--- config.mk ---
export PLATFORM = sky130hd
export DESIGN_NAME = ppc_port
export DESIGN_NICKNAME = d
export VERILOG_FILES = /design/src/core/ppc_pkg.sv /design/src/core/ppc_port.sv /design/src/core/ppc_slave_buf.sv
export SDC_FILE = /design/constraint.sdc
export NUM_CORES = 1
export LEC_CHECK = 0
export BUFFER_PORTS_ARGS = -buffer_cell sky130_fd_sc_hd__buf_4
export CAP_MARGIN = 20
export CELL_PAD_IN_SITES_DETAIL_PLACEMENT = 1
export CELL_PAD_IN_SITES_GLOBAL_PLACEMENT = 1
export CORE_MARGIN = 2
export CORE_UTILIZATION = 40
export DETAILED_ROUTE_END_ITERATION = 7
export PLACE_DENSITY_LB_ADDON = 0.1
export SLEW_MARGIN = 40
export SYNTH_ARGS = -nofsm -noshare
export SYNTH_HDL_FRONTEND = slang
export SYNTH_HIERARCHICAL = 1
export SYNTH_SLANG_ARGS = --single-unit
--- constraint.sdc ---
create_clock -name sys_clk -period 2.8 [get_ports sys_clk]
set_clock_uncertainty 0.15 [all_clocks]
set_input_delay 0.14 -clock sys_clk [delete_from_list [all_inputs] [get_ports sys_clk]]
set_output_delay 0.14 -clock sys_clk [all_outputs]
set_load 0.05 [all_outputs]
--- src/core/ppc_pkg.sv ---
// package of constants and types for the parallel port chip-select and buffer block
package ppc_pkg;
    // register byte addresses on the avalon bus
    localparam logic [4:0] ADDR_CS1_CFG  = 5'h00;
    localparam logic [4:0] ADDR_CS1_BASE = 5'h04;
    localparam logic [4:0] ADDR_CS1_TIM  = 5'h08;
    localparam logic [4:0] ADDR_CS2_CFG  = 5'h0C;
    localparam logic [4:0] ADDR_CS2_BASE = 5'h10;
    localparam logic [4:0] ADDR_CS2_TIM  = 5'h14;
    localparam logic [4:0] ADDR_STATUS   = 5'h18;
    localparam logic [4:0] ADDR_CONTROL  = 5'h1C;
    // config register field positions
    localparam int CFG_OFF_BIT   = 15;
    localparam int CFG_CSPOL_BIT = 14;
    localparam int CFG_PIN_BIT   = 13;
    localparam int CFG_BEP_BIT   = 12;
    localparam int CFG_WRP_BIT   = 10;
    localparam int CFG_RDP_BIT   = 9;
    localparam int CFG_SM_BIT    = 8;
    localparam int CFG_HANDSHAKE_POLARITY_BIT  = 7;
    localparam int CFG_BUS_WIDTH_SEL_LO   = 5;
    localparam logic [15:0] CFG_WMASK  = 16'hF7E0;
    localparam logic [15:0] BASE_WMASK = 16'hFF80;
    localparam logic [15:0] TIM_WMASK  = 16'hF8FF;
    // timing register field positions
    localparam int TIM_HANDSHAKE_MODE_LO  = 14;
    localparam int TIM_AMW_LO   = 11;
    localparam int TIM_SETUP_LO = 6;
    localparam int TIM_STRB_LO  = 2;
    localparam int TIM_HOLD_LO  = 0;
    // reset values
    localparam logic [15:0] CS1_BASE_RST = 16'h0080;
    localparam logic [15:0] CS2_BASE_RST = 16'h0880;
    localparam logic [15:0] STATUS_RST   = 16'h008F;
    // status field positions
    localparam int ST_IBF  = 15;
    localparam int ST_INBUF_OVERFLOW = 14;
    localparam int ST_OBE  = 7;
    localparam int ST_OUTBUF_UNDERFLOW = 6;
    // control register fields
    localparam int CTL_MODE_LO = 0;
    localparam int CTL_IRQ_LO  = 2;
    localparam int CTL_GO_BIT  = 4;
    localparam int CTL_DIR_BIT = 5;
    localparam int CTL_CS_BIT  = 6;
    localparam int CTL_BUSY    = 8;
    localparam int CTL_TMO     = 9;
    // mode and handshake codes
    localparam logic [1:0] MODE_MASTER = 2'h3;
    localparam logic [1:0] MODE_BUF    = 2'h1;
    localparam logic [1:0] ACK_WAIT    = 2'h2;
    localparam logic [1:0] ACK_TMO     = 2'h1;
    localparam logic [1:0] IRQ_LAST    = 2'h3;
    localparam logic [1:0] WIDTH_16    = 2'h2;
    localparam logic [1:0] WIDTH_4     = 2'h1;
    // timing constants; Q_ONE to Q_THREE count quarter-cycle phases, TMO_DEFAULT_TCY counts whole Tcy
    localparam int TCY_NS       = 20;
    localparam int QPH_PER_TCY  = 4;
    localparam logic [11:0] TMO_DEFAULT_TCY = 12'h0FF;
    localparam logic [1:0]  Q_ONE  = 2'h1;
    localparam logic [1:0]  Q_TWO  = 2'h2;
    localparam logic [1:0]  Q_THREE = 2'h3;
    localparam logic [3:0]  AMW_BASE = 4'h3;
    // external pin bundle
    typedef struct packed {
        logic [1:0] select;
        logic       read_strobe;
        logic       write_strobe;
        logic       lane0_en;
        logic       lane1_en;
        logic       data_oe;
    } ppc_pins_t;
    // master phases, one-hot
    typedef enum logic [3:0] {
        ST_IDLE  = 4'b0001,
        ST_SETUP = 4'b0010,
        ST_STRB  = 4'b0100,
        ST_HOLD  = 4'b1000
    } ppc_state_t;
endpackage

--- src/core/ppc_port.sv ---
// parallel port chip-select configuration, master timing and slave status
//
// Local design decisions: the placing of the registers and the Avalon-MM interface to the registers.
`timescale 1ns/10ps
// ================================================================
module ppc_port
    import ppc_pkg::*;
(
    input  wire logic              sys_clk,
    input  wire logic              rst_n,
    input  wire logic [4:0]        avs_address,
    input  wire logic              avs_read,
    input  wire logic              avs_write,
    input  wire logic [31:0]       avs_writedata,
    input  wire logic [3:0]        avs_byteenable,
    output logic [31:0]            avs_readdata,
    output logic                   avs_waitrequest,
    input  wire logic              ext_handshake_in,
    input  wire logic              host_wr,
    input  wire logic              host_rd,
    input  wire logic [1:0]        host_idx,
    output ppc_pkg::ppc_pins_t     pins,
    output logic [1:0]             bus_width_sel,
    output logic                   region_extend,
    output logic [3:0]             alt_master_wait,
    output logic                   buf_irq
);
    import ppc_pkg::*;
    logic [15:0] cfg_ff [2];
    logic [15:0] base_ff [2];
    logic [15:0] tim_ff [2];
    logic [7:0]  ctl_ff;
    logic        ack_done_ff;
    logic        region_ext_ff;
    logic        tmo_ff;
    logic [31:0] rdata_ff;
    ppc_state_t  state_ff;
    logic [1:0]  qph_ff;
    logic [5:0]  cnt_ff;
    logic [11:0] tmo_cnt_ff;
    ppc_pins_t   pins_ff;
    logic        irq_ff;
    logic        wait_ff;
    logic [15:0] status;
    logic        last_event;
    logic        wr_acc;
    logic        rd_acc;
    logic [15:0] wdata;
    logic        cs;
    logic [15:0] cfg;
    logic [15:0] tim;
    logic        ack_seen;
    logic        q_en;
    logic        master;
    // ================================================================
    // avalon slave: one wait cycle on every access, then answer
    assign wr_acc = avs_write && wait_ff == 1'b0 && avs_waitrequest;
    assign rd_acc = avs_read && wait_ff == 1'b0 && avs_waitrequest;
    assign wdata  = avs_writedata[15:0];
    assign cs     = ctl_ff[CTL_CS_BIT];
    assign cfg    = cfg_ff[cs];
    assign tim    = tim_ff[cs];
    assign master = ctl_ff[1:0] == MODE_MASTER;
    // waitrequest drops for exactly one cycle per request
    always_ff @(posedge sys_clk)
    begin
        if (!rst_n)
            wait_ff <= 1'b0;
        else
            wait_ff <= (avs_read || avs_write) && !wait_ff;
    end
    assign avs_waitrequest = !wait_ff;
    // configuration registers; byte enables on the low two lanes
    always_ff @(posedge sys_clk)
    begin
        if (!rst_n)
        begin
            cfg_ff[0]  <= 16'h0000;
            cfg_ff[1]  <= 16'h0000;
            tim_ff[0]  <= 16'h0000;
            tim_ff[1]  <= 16'h0000;
            base_ff[0] <= CS1_BASE_RST;
            base_ff[1] <= CS2_BASE_RST;
            ctl_ff     <= 8'h00;
        end
        else
        begin
            if (wr_acc && avs_byteenable[1:0] == 2'h3)
            begin
                case (avs_address)
                    ADDR_CS1_CFG:  cfg_ff[0]  <= wdata & CFG_WMASK;
                    ADDR_CS2_CFG:  cfg_ff[1]  <= wdata & CFG_WMASK;
                    ADDR_CS1_BASE: base_ff[0] <= wdata & BASE_WMASK;
                    ADDR_CS2_BASE: base_ff[1] <= wdata & BASE_WMASK;
                    ADDR_CS1_TIM:  tim_ff[0]  <= wdata & TIM_WMASK;
                    ADDR_CS2_TIM:  tim_ff[1]  <= wdata & TIM_WMASK;
                    ADDR_CONTROL:  ctl_ff     <= wdata[7:0];
                    default:       ctl_ff     <= ctl_ff;
                endcase
            end
            else if (state_ff != ST_IDLE)
                ctl_ff[CTL_GO_BIT] <= 1'b0;                      // go self-clears
        end
    end
    // whole-word zero write to second base extends the first region
    always_ff @(posedge sys_clk)
    begin
        if (!rst_n)
            region_ext_ff <= 1'b0;
        else if (wr_acc && avs_address == ADDR_CS2_BASE)
            region_ext_ff <= avs_byteenable[1:0] == 2'h3 && wdata == 16'h0000;
    end
    // read mux, unmapped addresses read zero
    always_ff @(posedge sys_clk)
    begin
        if (!rst_n)
            rdata_ff <= 32'h0000_0000;
        else if (rd_acc)
        begin
            case (avs_address)
                ADDR_CS1_CFG:  rdata_ff <= {16'h0000, cfg_ff[0]};
                ADDR_CS2_CFG:  rdata_ff <= {16'h0000, cfg_ff[1]};
                ADDR_CS1_BASE: rdata_ff <= {16'h0000, base_ff[0]};
                ADDR_CS2_BASE: rdata_ff <= {16'h0000, base_ff[1]};
                ADDR_CS1_TIM:  rdata_ff <= {16'h0000, tim_ff[0]};
                ADDR_CS2_TIM:  rdata_ff <= {16'h0000, tim_ff[1]};
                ADDR_STATUS:   rdata_ff <= {16'h0000, status};
                ADDR_CONTROL:  rdata_ff <= {22'h0, tmo_ff, state_ff != ST_IDLE, ctl_ff};
                default:       rdata_ff <= 32'h0000_0000;
            endcase
        end
    end
    assign avs_readdata = rdata_ff;
    // ================================================================
    // quarter-cycle phase counter; the enable q_en is held high on every clock
    always_ff @(posedge sys_clk)
    begin
        if (!rst_n)
            qph_ff <= 2'h0;
        else
            qph_ff <= qph_ff + 2'h1;
    end
    assign q_en = 1'b1;   // each clock is one quarter phase of Tcy
    // handshake polarity: xnor makes active level programmable
    assign ack_seen = ext_handshake_in ~^ cfg[CFG_HANDSHAKE_POLARITY_BIT];
    // master phase machine, counts in quarter phases
    always_ff @(posedge sys_clk)
    begin
        if (!rst_n)
        begin
            state_ff   <= ST_IDLE;
            cnt_ff     <= 6'h00;
            tmo_cnt_ff <= 12'h000;
            tmo_ff     <= 1'b0;
        end
        else if (q_en)
        begin
            case (state_ff)
                ST_IDLE:
                begin
                    if (master && ctl_ff[CTL_GO_BIT] && !cfg[CFG_OFF_BIT])
                    begin
                        state_ff <= ST_SETUP;
                        cnt_ff   <= {2'h0, tim[TIM_SETUP_LO +: 2], 2'h0}
                                    + {4'h0, Q_ONE};
                        tmo_ff   <= 1'b0;
                    end
                end
                ST_SETUP:
                begin
                    if (cnt_ff <= 6'h01)
                    begin
                        state_ff   <= ST_STRB;
                        cnt_ff     <= {tim[TIM_STRB_LO +: 4], 2'h0}
                                      + (ctl_ff[CTL_DIR_BIT] ? {4'h0, Q_TWO}
                                                             : {4'h0, Q_THREE});
                        tmo_cnt_ff <= (tim[TIM_STRB_LO +: 4] == 4'h0)
                                      ? TMO_DEFAULT_TCY * 12'(QPH_PER_TCY)
                                      : {6'h0, tim[TIM_STRB_LO +: 4], 2'h0};
                    end
                    else
                        cnt_ff <= cnt_ff - 6'h01;
                end
                ST_STRB:
                begin
                    if (tim_cnt_done(cnt_ff, tim[TIM_HANDSHAKE_MODE_LO +: 2], ack_seen,
                                     tmo_cnt_ff))
                    begin
                        state_ff <= ST_HOLD;
                        tmo_ff   <= tim[TIM_HANDSHAKE_MODE_LO +: 2] == ACK_TMO && !ack_seen
                                    && tmo_cnt_ff <= 12'h001;
                        cnt_ff   <= {2'h0, tim[TIM_HOLD_LO +: 2], 2'h0}
                                    + (ctl_ff[CTL_DIR_BIT] ? {4'h0, Q_ONE} : 6'h00);
                    end
                    else
                    begin
                        if (cnt_ff != 6'h00)
                            cnt_ff <= cnt_ff - 6'h01;
                        if (tmo_cnt_ff != 12'h000)
                            tmo_cnt_ff <= tmo_cnt_ff - 12'h001;
                    end
                end
                ST_HOLD:
                begin
                    if (cnt_ff <= 6'h01)
                        state_ff <= ST_IDLE;
                    else
                        cnt_ff <= cnt_ff - 6'h01;
                end
                default: state_ff <= ST_IDLE;
            endcase
        end
    end
    // strobe phase ends on its count; wait mode also needs the handshake, timeout mode ends on handshake or timeout alone
    function automatic logic tim_cnt_done(input logic [5:0] c, input logic [1:0] m,
                                          input logic a, input logic [11:0] t);
        logic base_done;
        base_done = c <= 6'h01;
        case (m)
            ACK_WAIT: tim_cnt_done = base_done && a;
            ACK_TMO:  tim_cnt_done = a || t <= 12'h001;
            default:  tim_cnt_done = base_done;
        endcase
    endfunction
    // ================================================================
    // pin levels: strobe and lane lines are their active flag xnor a polarity bit; select too, but held low unless pin bit set and off bit clear; data_oe has none
    always_ff @(posedge sys_clk)
    begin
        if (!rst_n)
            pins_ff <= '0;
        else
        begin
            for (int i = 0; i < 2; i++)
                pins_ff.select[i] <= cfg_ff[i][CFG_PIN_BIT] && !cfg_ff[i][CFG_OFF_BIT]
                    && ((state_ff != ST_IDLE && cs == 1'(i)) ~^ cfg_ff[i][CFG_CSPOL_BIT]);
            if (master && cfg[CFG_SM_BIT])
            begin
                pins_ff.read_strobe  <= !ctl_ff[CTL_DIR_BIT] ~^ cfg[CFG_RDP_BIT];
                pins_ff.write_strobe <= (state_ff == ST_STRB) ~^ cfg[CFG_WRP_BIT];
            end
            else
            begin
                pins_ff.read_strobe  <= (state_ff == ST_STRB && !ctl_ff[CTL_DIR_BIT])
                                        ~^ cfg[CFG_RDP_BIT];
                pins_ff.write_strobe <= (state_ff == ST_STRB && ctl_ff[CTL_DIR_BIT])
                                        ~^ cfg[CFG_WRP_BIT];
            end
            pins_ff.lane0_en <= (state_ff != ST_IDLE) ~^ cfg[CFG_BEP_BIT];
            pins_ff.lane1_en <= (state_ff != ST_IDLE && cfg[CFG_BUS_WIDTH_SEL_LO +: 2] == WIDTH_16)
                                ~^ cfg[CFG_BEP_BIT];
            pins_ff.data_oe  <= state_ff != ST_IDLE && ctl_ff[CTL_DIR_BIT];
        end
    end
    assign pins = pins_ff;
    // width, alternate master wait and region outputs, all registered
    always_ff @(posedge sys_clk)
    begin
        if (!rst_n)
        begin
            bus_width_sel   <= 2'h0;
            alt_master_wait <= AMW_BASE;
            irq_ff          <= 1'b0;
        end
        else
        begin
            bus_width_sel   <= cfg[CFG_BUS_WIDTH_SEL_LO +: 2];
            alt_master_wait <= {1'b0, tim[TIM_AMW_LO +: 3]} + AMW_BASE;
            irq_ff <= ctl_ff[1:0] == MODE_BUF && ctl_ff[CTL_IRQ_LO +: 2] == IRQ_LAST
                      && last_event;
        end
    end
    assign region_extend = region_ext_ff;
    assign buf_irq       = irq_ff;
    // ================================================================
    // slave buffers; software reads in and writes out via status index
    ppc_slave_buf #(.NBUF(4)) u_buf (
        .sys_clk   (sys_clk),
        .rst_n     (rst_n),
        .host_wr   (host_wr && !master),
        .host_rd   (host_rd && !master),
        .host_idx  (host_idx),
        .sw_in_rd  (rd_acc && avs_address == ADDR_STATUS && avs_byteenable[3]),
        .sw_out_wr (wr_acc && avs_address == ADDR_STATUS && avs_byteenable[3]),
        .sw_idx    (avs_writedata[25:24]),
        .clr_ov    (wr_acc && avs_address == ADDR_STATUS && !wdata[ST_INBUF_OVERFLOW]),
        .clr_uf    (wr_acc && avs_address == ADDR_STATUS && !wdata[ST_OUTBUF_UNDERFLOW]),
        .status    (status),
        .last_event(last_event)
    );
    // ================================================================
    // checks
    a_base_reset: assert property (@(posedge sys_clk) !rst_n |=> base_ff[1] == CS2_BASE_RST)
        else $error("second base not at reset value");
    a_ack_wait: assert property (@(posedge sys_clk) disable iff (!rst_n)
        state_ff == ST_STRB && tim[TIM_HANDSHAKE_MODE_LO +: 2] == ACK_WAIT && !ack_seen
        |=> state_ff == ST_STRB)
        else $error("strobe ended without handshake");
    a_setup_order: assert property (@(posedge sys_clk) disable iff (!rst_n)
        state_ff == ST_SETUP |=> state_ff inside {ST_SETUP, ST_STRB})
        else $error("setup not followed by strobe");
    a_base_low: assert property (@(posedge sys_clk) disable iff (!rst_n)
        base_ff[0][6:0] == 7'h00)
        else $error("base low bits not zero");
    a_off_idle: assert property (@(posedge sys_clk) disable iff (!rst_n)
        state_ff == ST_IDLE && cfg[CFG_OFF_BIT] |=> state_ff == ST_IDLE)
        else $error("disabled select started transfer");
    a_amw_range: assert property (@(posedge sys_clk) disable iff (!rst_n)
        ##1 alt_master_wait == $past({1'b0, tim[TIM_AMW_LO +: 3]}) + AMW_BASE)
        else $error("alternate wait wrong");
    a_lane_pol: assert property (@(posedge sys_clk) disable iff (!rst_n)
        state_ff == ST_IDLE ##1 state_ff == ST_IDLE |=> pins.lane0_en == !$past(cfg[CFG_BEP_BIT]))
        else $error("idle lane enable level wrong");
    a_ovf_sticky: assert property (@(posedge sys_clk) disable iff (!rst_n)
        status[ST_INBUF_OVERFLOW] && !(wr_acc && avs_address == ADDR_STATUS) |=> status[ST_INBUF_OVERFLOW])
        else $error("overflow flag lost");
    a_full_sum: assert property (@(posedge sys_clk) disable iff (!rst_n)
        status[ST_IBF] == &status[11:8])
        else $error("full summary mismatch");
    c_master_xfer: cover property (@(posedge sys_clk) state_ff == ST_HOLD ##1 state_ff == ST_IDLE);
    c_timeout: cover property (@(posedge sys_clk) tmo_ff);
    c_overflow: cover property (@(posedge sys_clk) $rose(status[ST_INBUF_OVERFLOW]));
endmodule

--- src/core/ppc_slave_buf.sv ---
// slave byte buffers with full, empty, overflow and underflow flags
`timescale 1ns/10ps
module ppc_slave_buf
    import ppc_pkg::*;
#(
    parameter int NBUF = 4
)(
    input  wire logic            sys_clk,
    input  wire logic            rst_n,
    input  wire logic            host_wr,
    input  wire logic            host_rd,
    input  wire logic [1:0]      host_idx,
    input  wire logic            sw_in_rd,
    input  wire logic            sw_out_wr,
    input  wire logic [1:0]      sw_idx,
    input  wire logic            clr_ov,
    input  wire logic            clr_uf,
    output logic [15:0]          status,
    output logic                 last_event
);
    logic [NBUF-1:0] in_full_ff;
    logic [NBUF-1:0] out_empty_ff;
    logic            ov_ff;
    logic            uf_ff;
    // ================================================================
    // per-buffer flags; a pair of bytes clears together
    genvar g;
    generate
        for (g = 0; g < NBUF; g++)
        begin : g_buf
            always_ff @(posedge sys_clk)
            begin
                if (!rst_n)
                    in_full_ff[g] <= 1'b0;
                else if (host_wr && host_idx == 2'(g))
                    in_full_ff[g] <= 1'b1;                       // set wins
                else if (sw_in_rd && sw_idx[1] == 1'(g / 2))
                    in_full_ff[g] <= 1'b0;
            end
            always_ff @(posedge sys_clk)
            begin
                if (!rst_n)
                    out_empty_ff[g] <= 1'b1;
                else if (sw_out_wr && sw_idx == 2'(g))
                    out_empty_ff[g] <= 1'b0;
                else if (host_rd && host_idx[1] == 1'(g / 2))
                    out_empty_ff[g] <= 1'b1;
            end
        end
    endgenerate
    // sticky error flags; a new event wins over the clear
    always_ff @(posedge sys_clk)
    begin
        if (!rst_n)
        begin
            ov_ff <= 1'b0;
            uf_ff <= 1'b0;
        end
        else
        begin
            if (host_wr && in_full_ff[host_idx])
                ov_ff <= 1'b1;
            else if (clr_ov)
                ov_ff <= 1'b0;
            if (host_rd && out_empty_ff[host_idx])
                uf_ff <= 1'b1;
            else if (clr_uf)
                uf_ff <= 1'b0;
        end
    end
    // summary flags are combinational over the per-buffer state
    always_comb
    begin
        status = 16'h0000;
        status[ST_IBF]  = &in_full_ff;
        status[ST_INBUF_OVERFLOW] = ov_ff;
        status[11:8]    = in_full_ff;
        status[ST_OBE]  = &out_empty_ff;
        status[ST_OUTBUF_UNDERFLOW] = uf_ff;
        status[3:0]     = out_empty_ff;
    end
    assign last_event = (host_rd || host_wr) && host_idx == 2'h3;
endmodule

==> flow_summary.ini <==
[sta]
fin_crit_ps = 2600
hold_slack_ps = 72.9
setup_tns_ps = 0
finalSetupViolations = 0
rsz0062_at_grt = false
finalMaxSlewViolations = 0
fin_crit_sh = 0.929
relSlewSlack = 0.583
hold_viol = 0
tightestPinTransition_ps = 619
fmax_ghz = 0.384

[logic_synthesis]
ys_ff_latch = 138
synth-seq-area-share = 0.488
synth_flop_cell = dfxtp_1
synth_cells = 693
synth-warning-count = 6
postSynthAreaPerCell_um2 = 10.1
ys_async_sr_fraction = 0
syn_area_um2 = 6970
synth-edff-count = 64
netlist-cell-type-count = 71

[routing]
drtIter0Drc = 415
routedWlPerCell_um = 21.9
drc = 0
num_vias = 6070
ant_nets = 0
drt_first_pass_iters = 5
drt-total-wl_um = 22900
viasPerCell = 5.81

[flow_run]
maxCapViolCount = 0

[setup_path]
r2r_end = cnt_ff[0]
worstRegToRegCells = 8
worstSetupStartpointType = flip-flop
endpoint_kind = flip-flop
crit_required_ps = 2990
r2r_slack_ps = 200
path_class = reg -> reg
cp_max_fo = 20
crit_arrival_ps = 2790

[pwr]
p_int_mw = 3.58
power_frac_comb = 0.091
switching_power_mw = 1.28
power_leakage_nw = 3.41
p_seq_frac = 0.451
pwr-share-clk = 0.458
power_density_nw_per_um2 = 558
peakVddDrop_uv = 448
sw_frac_of_total = 0.263

[die]
initial_core_util = 0.406
die_x_um = 136
fp.dieH_um = 136
rows = 48
core_area_um2 = 17200
io-pin-count = 98
dieArea_um2 = 18500

[final_layout]
layout_commonest_cell = buf_4
nNetsFinal = 865
area_growth_pct = 24.8
insertedDiodeCount = 0
layout_common_cells = buf_4, dfxtp_1, nor2_1, edfxtp_1, nand2_1
final_area_um2 = 8700
drive_above_1_share = 0.196

[place]
place_area_um2 = 7810
hpwl_um = 16500
io_buffers = 66
gp_congestion = 0.843

[grt]
grt_max_degree = 36
grt-ovfl-total = 0
antenna_found_initial = 0
grt_pass1_wl_um = 35400
grtUsageTotal = 0.257
grt_pass1_vias = 6156

[clock_network]
cts.clk_slew.worst_paths_ps = 60
cts_tree = built
clk_path_buf_depth = 2
clockRootBuffer = clkbuf_16
numCtsBuffers = 17
cts_num_sinks = 138
clk_latency_ps = 430
cts_max_level = 4

[min_path]
min_to = tmo_ff
min_path_cells = 5
hp-class = in -> reg
hp-start = ext_handshake_in

[outcome]
status = complete, no violations
[power groups by stage]
| stage | registers, mW | logic, mW | clock network [mW] |
|---|---|---|---|
| after floorplan | 2.25 | 0.236 | 0 |
| after global placement | 2.23 | 0.399 | 0 |
| after detailed placement | 2.23 | 0.406 | 0 |
| after CTS | 2.19 | 0.438 | 2.25 |
| after global routing | 2.19 | 0.471 | 2.35 |
| final | 2.19 | 0.443 | 2.22 |
[cell type report]
| class | instances | area (µm²) |
|---|---|---|
| multi-input combinational | 501 | 3300 |
| inverter | 17 | 63.8 |
| clock inverter | 13 | 138 |
| sequential | 138 | 3400 |
| tap | 225 | 282 |
| timing repair buffer | 132 | 1070 |
| clock buffer | 19 | 443 |
| fill | 1927 | 8480 |
[critical path, stage by stage (launching register included)]
cell and delay (ps):
dfxtp_1 450, buf_12 230, mux2_1 350, nor3b_2 290, a22oi_1 200, o311ai_4 360, buf_4 190, a21oi_1 70
a311oi_2 220
[sequential cells by signal (all words and copies together), names as in the netlist, 2 cells and up, named ones only]
| register | cells |
|---|---|
| tim_ff | 26 |
| cfg_ff | 20 |
| base_ff | 18 |
| avs_readdata | 16 |
| tmo_cnt_ff | 12 |
| ctl_ff | 8 |
| u_buf/status | 8 |
| pins | 7 |
| cnt_ff | 6 |
| alt_master_wait | 4 |
| state_ff | 4 |
| bus_width_sel | 2 |
[kinds of logic after synthesis]
family	count (synthesis)	synth area share
mux	47	0.0765
compound gates	164	0.166
fa+ha+maj	8	0.0144
simple gates	249	0.184
xor+xnor	13	0.0163
other cells	2	0.00108
flops	138	0.488
buf+inv	72	0.0539
[stage by stage]
step                      instances  utilization  worst slack (ps)  power (mW)
final                          1045        0.506               199        4.86
after detailed placement        984        0.455              74.1        2.64
after global routing           1045        0.506              35.7        5.01
after global placement          984        0.454               173        2.63
after floorplan                 711            -              6.02        2.49
after CTS                      1044        0.505              36.3        4.87
[cell usage after synthesis, drive strengths merged, types with 13 or more instances]
library cell  number  share of area
edfxtp            64           0.28
a21oi             39          0.028
nor2              66          0.036
dfxtp             74           0.21
mux2i             37          0.055
inv               16         0.0086
a22oi             18          0.019
nand2             51          0.027
nor4              13          0.013
nor3              14          0.010
nand3             14          0.010
clkbuf            25          0.013
o21ai             28          0.020
buf               30          0.031
and2              44          0.040
[how the worst max path moves through the flow]
stage | start | cells after the start | slack [ps] | to
after global placement | flip-flop | 7 | 170 | cnt_ff[3]
after CTS | flip-flop | 7 | 40 | cnt_ff[3]
after global routing | flip-flop | 8 | 40 | cnt_ff[0]
final | flip-flop | 8 | 200 | cnt_ff[0]
after detailed placement | flip-flop | 7 | 70 | cnt_ff[3]
after floorplan | flip-flop | 12 | 6 | cnt_ff[2]
[routing by layer]
layer / global-route usage / part of all wire / wire (µm) / vias to the layer above
met5: 0 / 0 / 0 / -
met4: 0.0631 / 0.015 / 341 / 0
met3: 0.0593 / 0.064 / 1450 / 28
met2: 0.414 / 0.47 / 10800 / 212
met1: 0.351 / 0.45 / 10300 / 3067
li1: - / - / - / 2763
[what timing repair did]
item | 4_1_cts | 5_1_grt
setup buffers | 0 | 1
endpoints found under the setup margin | 0 | 9
endpoints found under the hold margin | 89 | 0
resized for setup | 0 | 3
hold buffers | 28 | 0
Power figures use the tool's default switching activity.
